## config.mk

```make
export PLATFORM = sky130hd
export DESIGN_NAME = tso_exec
export DESIGN_NICKNAME = d
export VERILOG_FILES = /design/src/hdl/tso_pkg.sv /design/src/hdl/tso_exec.sv /design/src/hdl/tso_addr_gen.sv
export SDC_FILE = /design/constraint.sdc
export NUM_CORES = 1
export LEC_CHECK = 0
export BUFFER_PORTS_ARGS = -buffer_cell sky130_fd_sc_hd__buf_4
export CAP_MARGIN = 30
export CELL_PAD_IN_SITES_DETAIL_PLACEMENT = 1
export CELL_PAD_IN_SITES_GLOBAL_PLACEMENT = 2
export CORE_MARGIN = 5
export CORE_UTILIZATION = 24
export CTS_CLUSTER_SIZE = 12
export DETAILED_ROUTE_END_ITERATION = 12
export GPL_TIMING_DRIVEN = 0
export MAX_ROUTING_LAYER = met4
export PLACE_DENSITY = 0.85
export SLEW_MARGIN = 30
export SYNTH_ARGS = -nofsm -noshare
export SYNTH_HDL_FRONTEND = slang
export SYNTH_SLANG_ARGS = --single-unit
export TNS_END_PERCENT = 10
```

## constraint.sdc

```tcl
create_clock -name ref_clk -period 2.6 [get_ports ref_clk]
set_input_delay 0.52 -clock ref_clk [delete_from_list [all_inputs] [get_ports ref_clk]]
set_output_delay 0.52 -clock ref_clk [all_outputs]
set_load 0.05 [all_outputs]
```

## src/hdl/tso_pkg.sv

```systemverilog
// package of opcode fields, addressing constants and status layout for the
// test-skip / xor execution block; no assumptions beyond a single clock
package tso_pkg;
   localparam logic [6:0]  OPC_TEST_SKIP  = 7'h33;     // 0110 011
   localparam logic [7:0]  OPC_XOR_LIT    = 8'h0A;     // 0000 1010
   localparam logic [5:0]  OPC_XOR_REG    = 6'h06;     // 0001 10
   localparam logic [7:0]  ILO_LIMIT      = 8'h5F;     // indexed offset window top
   localparam logic [7:0]  ACC_HIGH_BASE  = 8'h60;     // upper half of access bank
   localparam logic [3:0]  ACC_HIGH_BANK  = 4'hF;      // bank of sfr half
   localparam logic [3:0]  ACC_LOW_BANK   = 4'h0;
   localparam logic [7:0]  ACC_RESET      = 8'h00;
   localparam logic [1:0]  STAT_RESET     = 2'h0;
   localparam int          STAT_NEG       = 1;
   localparam int          STAT_ZERO      = 0;
   localparam int          SIGN_BIT       = 7;
   localparam int          BIT_A          = 8;
   localparam int          BIT_D          = 9;
   localparam logic [1:0]  NOP_ONE        = 2'h1;
   localparam logic [1:0]  NOP_TWO        = 2'h2;
   localparam logic [1:0]  NOP_NONE       = 2'h0;
   typedef enum logic [1:0] {ADDR_BANKED, ADDR_ACCESS, ADDR_INDEXED} tso_amode_t;
endpackage : tso_pkg

```

## src/hdl/tso_exec.sv

```systemverilog
// execution slice for test-and-skip and the two xor opcodes
// assumes one instruction word per clock, file data returned combinationally
`timescale 1ns/1ps
module tso_exec
   import tso_pkg::*;
(
   input  wire logic        ref_clk,
   input  wire logic        sys_rst,
   input  wire logic [15:0] instr_word,
   input  wire logic        instr_valid,
   input  wire logic        next_is_two_word,
   input  wire logic [3:0]  bank_pointer,
   input  wire logic        extended_set_enable_bit,
   input  wire logic [11:0] index_base,
   input  wire logic [7:0]  file_rdata,
   output logic      [11:0] file_addr,
   output logic             file_we_q,
   output logic      [11:0] file_waddr_q,
   output logic      [7:0]  file_wdata_q,
   output logic      [7:0]  acc_q,
   output logic      [1:0]  status_q,
   output logic             discard_q,
   output logic             busy_q,
   output tso_pkg::tso_amode_t amode_q
);
   import tso_pkg::*;

   typedef struct packed {
      logic        we;
      logic [11:0] waddr;
      logic [7:0]  wdata;
      logic [7:0]  acc;
      logic [1:0]  stat;
      logic        discard;
      logic [1:0]  nops;
      logic        ext_en;
      tso_amode_t  amode;
   } tso_state_t;

   tso_state_t  s_q;
   tso_state_t  s_d;
   tso_amode_t  mode;
   logic [7:0]  result;
   logic        is_skip;
   logic        is_xlit;
   logic        is_xreg;

   ////////////////////////////////////////////////////////////////////////////
   tso_addr_gen u_addr (
      .addr_field   (instr_word[7:0]),
      .low_pick     (instr_word[BIT_A]),
      .bank_pointer (bank_pointer),
      .ext_enable   (s_q.ext_en),
      .index_base   (index_base),
      .mode         (mode),
      .file_addr    (file_addr)
   );

   ////////////////////////////////////////////////////////////////////////////
   always_comb
   begin
      is_skip = instr_word[15:9] == OPC_TEST_SKIP;
      is_xlit = instr_word[15:8] == OPC_XOR_LIT;
      is_xreg = instr_word[15:10] == OPC_XOR_REG;
      result  = is_xlit ? (s_q.acc ^ instr_word[7:0])
                        : (s_q.acc ^ file_rdata);
      s_d          = s_q;
      s_d.we       = 1'b0;
      s_d.discard  = 1'b0;
      s_d.ext_en   = extended_set_enable_bit;
      if (s_q.nops != NOP_NONE)
      begin
         // word shown in a nop cycle is dropped; discard_q follows the remaining count
         s_d.nops    = s_q.nops - NOP_ONE;
         s_d.discard = s_q.nops != NOP_ONE;
      end
      else if (instr_valid)
      begin
         s_d.amode = mode;
         if (is_skip && file_rdata == 8'h00)
         begin
            // a two-word target needs a second nop cycle
            s_d.discard = 1'b1;
            s_d.nops    = next_is_two_word ? NOP_TWO : NOP_ONE;
         end
         else if (is_xlit)
         begin
            s_d.acc = result;
            s_d.stat[STAT_ZERO] = result == 8'h00;
            s_d.stat[STAT_NEG]  = result[SIGN_BIT];
         end
         else if (is_xreg)
         begin
            if (instr_word[BIT_D])
            begin
               s_d.we    = 1'b1;
               s_d.waddr = file_addr;
               s_d.wdata = result;
            end
            else
            begin
               s_d.acc = result;
            end
            s_d.stat[STAT_ZERO] = result == 8'h00;
            s_d.stat[STAT_NEG]  = result[SIGN_BIT];
         end
      end
   end

   always_ff @(posedge ref_clk)
   begin
      if (sys_rst)
      begin
         s_q <= '{we: 1'b0, waddr: 12'h000, wdata: 8'h00, acc: ACC_RESET,
                  stat: STAT_RESET, discard: 1'b0, nops: NOP_NONE, ext_en: 1'b0,
                  amode: ADDR_BANKED};
      end
      else
      begin
         s_q <= s_d;
      end
   end

   assign file_we_q    = s_q.we;
   assign file_waddr_q = s_q.waddr;
   assign file_wdata_q = s_q.wdata;
   assign acc_q        = s_q.acc;
   assign status_q     = s_q.stat;
   assign discard_q    = s_q.discard;
   assign busy_q       = s_q.nops != NOP_NONE;
   assign amode_q      = s_q.amode;

   ////////////////////////////////////////////////////////////////////////////
   // execution results, looked at one cycle after the word is taken; banked address and indexed mode checked in the same cycle
   a_skip_discard: assert property (@(posedge ref_clk) disable iff (sys_rst)
      instr_valid && !busy_q && is_skip && file_rdata == 8'h00 |=> discard_q)
      else $error("skip did not discard next word");
   a_skip_two_word: assert property (@(posedge ref_clk) disable iff (sys_rst)
      instr_valid && !busy_q && is_skip && file_rdata == 8'h00 && next_is_two_word
      |=> discard_q ##1 discard_q ##1 !busy_q)
      else $error("two-word skip length wrong");
   a_xlit_acc: assert property (@(posedge ref_clk) disable iff (sys_rst)
      instr_valid && !busy_q && is_xlit |=> acc_q == ($past(acc_q) ^ $past(instr_word[7:0])))
      else $error("xor literal result wrong");
   a_skip_flags: assert property (@(posedge ref_clk) disable iff (sys_rst)
      instr_valid && !busy_q && is_skip |=> $stable(status_q))
      else $error("test-skip changed flags");
   a_xreg_write: assert property (@(posedge ref_clk) disable iff (sys_rst)
      instr_valid && !busy_q && is_xreg && instr_word[BIT_D]
      |=> file_we_q && file_wdata_q == ($past(acc_q) ^ $past(file_rdata)))
      else $error("xor register write wrong");
   a_xreg_to_acc: assert property (@(posedge ref_clk) disable iff (sys_rst)
      instr_valid && !busy_q && is_xreg && !instr_word[BIT_D]
      |=> !file_we_q && acc_q == ($past(acc_q) ^ $past(file_rdata)))
      else $error("xor register to acc wrong");
   a_zero_flag: assert property (@(posedge ref_clk) disable iff (sys_rst)
      instr_valid && !busy_q && (is_xlit || is_xreg)
      |=> status_q[STAT_ZERO] == (($past(result)) == 8'h00)
          && status_q[STAT_NEG] == $past(result[SIGN_BIT]))
      else $error("xor flags wrong");
   a_banked_addr: assert property (@(posedge ref_clk) disable iff (sys_rst)
      instr_word[BIT_A] |-> file_addr == {bank_pointer, instr_word[7:0]})
      else $error("banked address wrong");
   a_ilo_off: assert property (@(posedge ref_clk) disable iff (sys_rst)
      !s_q.ext_en |-> mode != ADDR_INDEXED)
      else $error("indexed mode while extension off");
   a_ilo_mode: assert property (@(posedge ref_clk) disable iff (sys_rst)
      s_q.ext_en && !instr_word[BIT_A] && instr_word[7:0] <= ILO_LIMIT
      |-> mode == ADDR_INDEXED)
      else $error("indexed mode not selected");

   // skip sequencing: every word presented while busy_q is high is a nop
   a_single_skip_len: assert property (@(posedge ref_clk) disable iff (sys_rst)
      instr_valid && !busy_q && is_skip && file_rdata == 8'h00 && !next_is_two_word
      |=> busy_q ##1 !busy_q)
      else $error("single skip length wrong");
   a_busy_ignored: assert property (@(posedge ref_clk) disable iff (sys_rst)
      busy_q
      |=> $stable(acc_q) && $stable(status_q) && !file_we_q)
      else $error("word executed in a skip cycle");
   a_skip_no_write: assert property (@(posedge ref_clk) disable iff (sys_rst)
      instr_valid && !busy_q && is_skip
      |=> !file_we_q && $stable(acc_q))
      else $error("test-skip changed data");
   a_no_skip_run: assert property (@(posedge ref_clk) disable iff (sys_rst)
      instr_valid && !busy_q && is_skip && file_rdata != 8'h00
      |=> !discard_q && !busy_q)
      else $error("skip taken on nonzero register");
   a_xreg_acc_kept: assert property (@(posedge ref_clk) disable iff (sys_rst)
      instr_valid && !busy_q && is_xreg && instr_word[BIT_D]
      |=> $stable(acc_q))
      else $error("xor register to file touched acc");

   // address forming
   a_access_addr: assert property (@(posedge ref_clk) disable iff (sys_rst)
      !instr_word[BIT_A] && (!s_q.ext_en || instr_word[7:0] > ILO_LIMIT)
      |-> mode == ADDR_ACCESS)
      else $error("access bank not selected");
   a_access_high: assert property (@(posedge ref_clk) disable iff (sys_rst)
      mode == ADDR_ACCESS && instr_word[7:0] >= ACC_HIGH_BASE
      |-> file_addr == {ACC_HIGH_BANK, instr_word[7:0]})
      else $error("access bank upper half wrong");
   a_indexed_addr: assert property (@(posedge ref_clk) disable iff (sys_rst)
      mode == ADDR_INDEXED
      |-> file_addr == index_base + {4'h0, instr_word[7:0]})
      else $error("indexed address wrong");

   // extension bit is taken one cycle late and never forced on
   a_ext_follows: assert property (@(posedge ref_clk) disable iff (sys_rst)
      1'b1
      |=> s_q.ext_en == $past(extended_set_enable_bit))
      else $error("extension enable not tracked");
endmodule : tso_exec

```

## src/hdl/tso_addr_gen.sv

```systemverilog
// file-register address former: banked, access bank or indexed literal offset
// assumes the caller supplies the bank pointer and the indexed base pointer
`timescale 1ns/1ps
module tso_addr_gen
   import tso_pkg::*;
(
   input  wire logic [7:0]  addr_field,
   input  wire logic        low_pick,
   input  wire logic [3:0]  bank_pointer,
   input  wire logic        ext_enable,
   input  wire logic [11:0] index_base,
   output tso_pkg::tso_amode_t mode,
   output logic      [11:0] file_addr
);
   always_comb
   begin
      if (low_pick)
      begin
         mode      = ADDR_BANKED;
         file_addr = {bank_pointer, addr_field};
      end
      else if (ext_enable && addr_field <= ILO_LIMIT)
      begin
         mode      = ADDR_INDEXED;
         file_addr = index_base + {4'h0, addr_field};
      end
      else
      begin
         mode      = ADDR_ACCESS;
         file_addr = (addr_field >= ACC_HIGH_BASE) ? {ACC_HIGH_BANK, addr_field}
                                                   : {ACC_LOW_BANK, addr_field};
      end
   end
endmodule : tso_addr_gen

```

==> impl_metrics.ini, run 1 <==
[placement]
io_buffers = 91
dp.cells = 529
dp_hpwl_um = 7030
gp_congestion = 0.814
place_area_um2 = 3280

[timing]
worst_slack_ns = -0.250
slew-limit-headroom = 0.640
hold_viol = 0
rsz0062_at_grt = true
fin_skew_ns = 0.00632
finalSetupViolCount = 6
fin_crit_ns = 2.85
clock.fmax_ghz = 0.351
period_share = 1.10
worst_slew_pin_slew_ns = 0.535
drv_slew = 0

[job]
max_cap_viol_count = 0

[synth]
async_reset_ff_frac = 0
yosys_register_bits = 37
netlist_instances = 305
synth_edf_count = 0
yosysSeqAreaShare = 0.307
yosys_most_used_dff = dfxtp_1
yosysWarnings = 0
synthDistinctLibCells = 44
synth_area_leaders = dfxtp_1 31%, buf_4 9.9%, nand2_1 6.8%
synth_area_leader_cell = dfxtp_1
syn_nets = 359
netlist_area_um2 = 2420
synth_top_area_share = 0.307
avgSynthCellArea_um2 = 7.92

[route]
totalWireLength_um = 8630
vias = 2480
drt-initial-drc-count = 65
drt-pass1-iter-count = 4
antenna_left = 0
drc = 0
via_per_inst = 4.57
wl_per_cell_um = 15.9

[clocking]
cts_buffers = 5
cts_sinks = 37
clk_pin_slew_ns = 0.08
cts_buffer_depth = 2
cts_hold_repair.buffers = 0
clk_latency_ns = 0.29
h-tree-depth = 2
tritoncts = built
root_buffer = clkbuf_8

[critical_path]
crit_chain = buf_8 -> ha_4 -> a21o_1 -> nand4_1 -> a211oi_2 -> o2111ai_1 -> xnor2_1 -> a21oi_2 -> nor2_2 -> buf_6
reg2regPathDepth = 8
slowest_stage = a211oi_2
worstReg2RegStart = s_q[4]
timing.rr.end = file_wdata_q[1]
worstSetupEndpointType = output port
start_kind = input pin
slowest_delay_ns = 0.31
crit_required_ns = 2.08
worst-path-buf-inv = 2
crit_type = input pin to output port
cp_max_fo = 4
crit_arrival_ns = 2.33
crit_family = compound AO/OA/AOI/OAI gates
r2r_setup_slack_ns = 0.34

[power]
swShare = 0.308
pwr-share-seq = 0.403
irDropWorstVdd_mv = 0.164
p_int_uw = 985
powerDensity_nw_per_um2 = 389
switchingPower_uw = 438
combPwrFrac = 0.282
leakagePower_nw = 1.59
clock_power_share = 0.316

[floorplanning]
die_y_um = 110
num_io_pins = 92
core_area_um2 = 9770
die_area_um2 = 12200
rows = 36
start_util = 0.247
die_w_um = 110

[grt]
grtUsageMet1 = 0.181
antenna_found_initial = 0
grt_max_degree = 12
met2_usage = 0.246
grt_util_met3 = 0.0297
grt_overflow = 0
grt.total_usage = 0.146
grt_pass1_wl_um = 13300
grt_pass1_vias = 2591
top_usage_layer = met2

[outcome]
outcome = finished, violations left
violations = setup timing

[min_path]
min_from = sys_rst
hold_depth = 2
hold_end = file_waddr_q[9]
hp-class = input pin to register

[final_layout]
nets = 463
layout-drive-gt1-share = 0.432
final-instance-count-excl-fill = 543
area_delta_synth_final_pct = 51.4
design_area_um2 = 3660
diodes = 0
==> registers in the layout (all words and copies together), names as in the netlist <==
signal        cells
discard_q         1
file_we_q         1
s_q               3
file_waddr_q     12
status_q          2
amode_q           2
acc_q             8
file_wdata_q      8
==> cell usage in the layout (no fill, tap or decap), types with 8 or more instances in the layout <==
cell type and count:
nor2_1 25, or3_1 8, xnor2_1 14, buf_6 8
a21oi_1 28, o21ai_1 8, nand2_1 44, buf_4 118
inv_1 8, clkbuf_1 8, dfxtp_1 37
==> logic make-up (layout without fill, tap and decap cells) <==
kind of cell,Yosys count,after routing,share of synthesized area
adders and majority gates,9,9,0.0497
xor gates and xnor gates,15,15,0.0544
DFF,37,37,0.307
buffers and inverters,52,157,0.134
muxes,11,11,0.0647
and+or+nand+nor,111,111,0.220
AOI/OAI and AO/OA,70,70,0.170
==> how the worst max path moves through the flow <==
stage                  startpoint            end  slack (ns)  cells past startpoint
finish              instr_word[1]  file_addr[11]       -0.25                     10
global route        instr_word[1]  file_addr[11]       -0.32                     10
CTS                 index_base[0]   file_addr[8]       -0.26                     10
detailed placement  instr_word[0]   file_addr[8]       -0.63                     10
global placement    instr_word[0]   file_addr[8]       -0.61                     10
floorplan           instr_word[0]   file_addr[8]       -0.29                      8
==> cell usage after synthesis (6+ instances only) <==
master,number
o21ai_1,8
a21o_1,6
dfxtp_1,37
clkbuf_1,8
a21oi_1,32
ha_1,8
nand2_1,44
buf_4,32
or3_1,8
xnor2_1,14
o21ai_0,8
nor2_1,27
inv_1,9
==> layer usage <==
metal  vias up  share of wire  wire length (um)
met4         0          0.011                92
li1       1240              -                 -
met2        70           0.50              4290
met1      1159           0.44              3770
met3        11          0.055               478
met5         -              0                 0
==> metrics by stage <==
step	hold WS [ns]	TNS [ns]	setup slack, ns	power [mW]	util
after floorplan	0.424	-1.36	-0.286	0.780	-
after global placement	0.440	-3.76	-0.614	0.912	0.335
after detailed placement	0.452	-4.33	-0.627	0.920	0.335
after CTS	0.424	-0.921	-0.260	1.41	0.363
after global routing	0.429	-1.38	-0.321	1.48	0.374
final	0.427	-0.759	-0.250	1.42	0.374
==> cell type report <==
class	count	area [um2]
fillers	1208	6120
multi-input cells	216	1530
repair buffers	97	788
flip-flops and latches	37	741
plain buffers	43	302
well taps	133	166
clock buffers	7	96.3
inverters	9	33.8
clock inverters	1	5.00
==> what timing repair did <==
action | 4_1_cts | 5_1_grt
setup buffers | 3 | 3
pin swaps | 16 | 16
resized for setup | 35 | 19
setup endpoints to repair | 10 | 14
cloned | 0 | 0
==> power groups by stage <==
stage | clock (mW) | sequential (mW) | combinational (mW)
6_report | 0.449 | 0.573 | 0.401
5_1_grt | 0.479 | 0.574 | 0.429
4_1_cts | 0.458 | 0.573 | 0.378
3_5_place_dp | 0 | 0.586 | 0.334
3_3_place_gp | 0 | 0.586 | 0.326
2_1_floorplan | 0 | 0.585 | 0.195
(Power assumes the default switching activity.)
==> inputs of run 2 (changes only) <==
--- a/config.mk
+++ b/config.mk
@@ -15,7 +15,9 @@
 export DETAILED_ROUTE_END_ITERATION = 12
 export GPL_TIMING_DRIVEN = 0
 export MAX_ROUTING_LAYER = met4
-export PLACE_DENSITY = 0.85
+export PLACE_DENSITY_LB_ADDON = 0.1
+export SKIP_CTS_REPAIR_TIMING = 1
+export SKIP_LAST_GASP = 1
 export SLEW_MARGIN = 30
 export SYNTH_ARGS = -nofsm -noshare
 export SYNTH_HDL_FRONTEND = slang
==> run 2 against run 1 <==
  * The run still ends with setup timing left
  * Total power shrank 4.8%
  * First-iteration DRC count shrank 38%
  * Clock power fell by 7.3%
  * Sequential share of layout area is 1.0 points higher
  * Count of clock-buffer cells in the layout fell by 1
  * Hold slack improved by 0.0092 ns
==> impl_metrics.ini, run 2 (synthesis results as in run 1) <==
[critical_path]
reg2regPathDepth = 8
slowest_delay_ns = 0.51
cp_max_fo = 3
slowest_stage = or4b_4
worstSetupEndpointType = output port
start_kind = input pin
crit_arrival_ns = 2.32
r2r_setup_slack_ns = 0.38
crit_type = input pin to output port
crit_chain = buf_6 -> ha_4 -> inv_2 -> fa_2 -> nor2b_2 -> o31a_1 -> o21ai_2 -> or4b_4 -> nand3_4 -> buf_8
crit_required_ns = 2.08
timing.rr.end = acc_q[2]
worstReg2RegStart = s_q[3]

[clocking]
root_buffer = clkbuf_8
cts_buffer_depth = 2
clk_latency_ns = 0.29
h-tree-depth = 2
tritoncts = built
clk_pin_slew_ns = 0.08
cts_buffers = 5
cts_sinks = 37

[timing]
clock.fmax_ghz = 0.352
slew-limit-headroom = 0.621
period_share = 1.09
final.setup.tns_ns = -1.69
worst_slew_pin_slew_ns = 0.564
timing.hold.ws_ns = 0.437
hold_viol = 0
fin_skew_ns = 0.00742
finalSetupViolCount = 11
drv_slew = 0
fin_crit_ns = 2.84
worst_slack_ns = -0.240
rsz0062_at_grt = true

[min_path]
hold_depth = 2
hp-class = input pin to register
min_from = sys_rst
hold_end = file_waddr_q[9]

[final_layout]
layout-drive-gt1-share = 0.391
area_delta_synth_final_pct = 44.3
largest_register_ffs = 12
nets = 461
final-instance-count-excl-fill = 540
final_common_cell = buf_4
ff_latch_area_um2 = 741
final_cell_mix = 123 x buf_4, 44 x nand2_1, 37 x dfxtp_1
fillers = 1213
design_area_um2 = 3490
multi_input_area_um2 = 1430
diodes = 0

[placement]
gp_congestion = 0.785
dp.cells = 529
io_buffers = 91
place_area_um2 = 3280
dp_hpwl_um = 7050

[outcome]
violations = setup timing
outcome = finished, violations left

[power]
clock_power_share = 0.308
combPwrFrac = 0.269
pwr-share-seq = 0.423
switchingPower_uw = 421
p_int_uw = 932
powerDensity_nw_per_um2 = 388
leakagePower_nw = 1.55
fin_total_pwr_mw = 1.35
irDropWorstVdd_mv = 0.175
swShare = 0.311

[route]
vias = 2423
wl_per_cell_um = 15.6
drc = 0
drt-pass1-iter-count = 4
antenna_left = 0
drt-initial-drc-count = 40
via_per_inst = 4.49
totalWireLength_um = 8450

[grt]
grt_pass1_vias = 2614
grt_overflow = 0
grt_pass1_wl_um = 13100
antenna_found_initial = 0
grt_max_degree = 12
grt.total_usage = 0.145

[floorplanning]
die_y_um = 110
rows = 36
start_util = 0.247
num_io_pins = 92
die_w_um = 110
die_area_um2 = 12200
core_area_um2 = 9770

[job]
max_cap_viol_count = 0
## run 2: changes by cell type in the layout (fill, tap and decap cells not counted), sizes merged
cell	before	now
clkbuf	15	14
buf	132	130
clkinvlp	0	1
clkinv	1	0
## run 2: final cells by class
class | instances | share of cell area
plain buffers | 43 | 0.0833
clock buffers | 6 | 0.0237
clock inverters | 1 | 0.00215
inverters | 9 | 0.00969
multi-input cells | 216 | 0.410
flip-flops and latches | 37 | 0.212
well taps | 133 | 0.0477
repair buffers | 95 | 0.211
## run 2: worst max path at each step
stage / from / endpoint / slack (ns) / cells after the start
2_1_floorplan: instr_word[0] / file_addr[8] / -0.29 / 8
3_3_place_gp: instr_word[0] / file_addr[8] / -0.63 / 10
3_5_place_dp: instr_word[0] / file_addr[8] / -0.63 / 10
4_1_cts: instr_word[0] / file_addr[8] / -0.64 / 10
5_1_grt: instr_word[3] / file_addr[9] / -0.35 / 10
6_report: instr_word[0] / file_addr[8] / -0.24 / 10
## run 2: metal layers
layer  up-vias  share of wire  track usage  wire [um]
li1       1225              -            -          -
met1      1149           0.44        0.173       3700
met2        47           0.52        0.258       4410
met3         2          0.037       0.0215        309
met4         0         0.0044       0.0290         37
met5         -              0            -          0
## run 2: power groups by stage
| stage | Clock (mW) | Combinational (mW) | Sequential, mW |
|---|---|---|---|
| finish | 0.416 | 0.365 | 0.573 |
| global placement | 0 | 0.335 | 0.586 |
| global route | 0.457 | 0.396 | 0.573 |
| CTS | 0.438 | 0.338 | 0.572 |
| floorplan | 0 | 0.195 | 0.585 |
| detailed placement | 0 | 0.337 | 0.586 |
## run 2: through the flow
step           setup WS (ns)  utilization
6_report              -0.240        0.357
5_1_grt               -0.349        0.357
4_1_cts               -0.637        0.344
3_5_place_dp          -0.633        0.335
3_3_place_gp          -0.631        0.335
2_1_floorplan         -0.286            -
## run 2: worst max-delay path, delay by kind of cell
kind | cells | cell delay (ns)
and+or+nand+nor | 3 | 0.73
adders and majority gates | 2 | 0.49
AOI/OAI and AO/OA | 2 | 0.29
buffers and inverters | 3 | 0.28
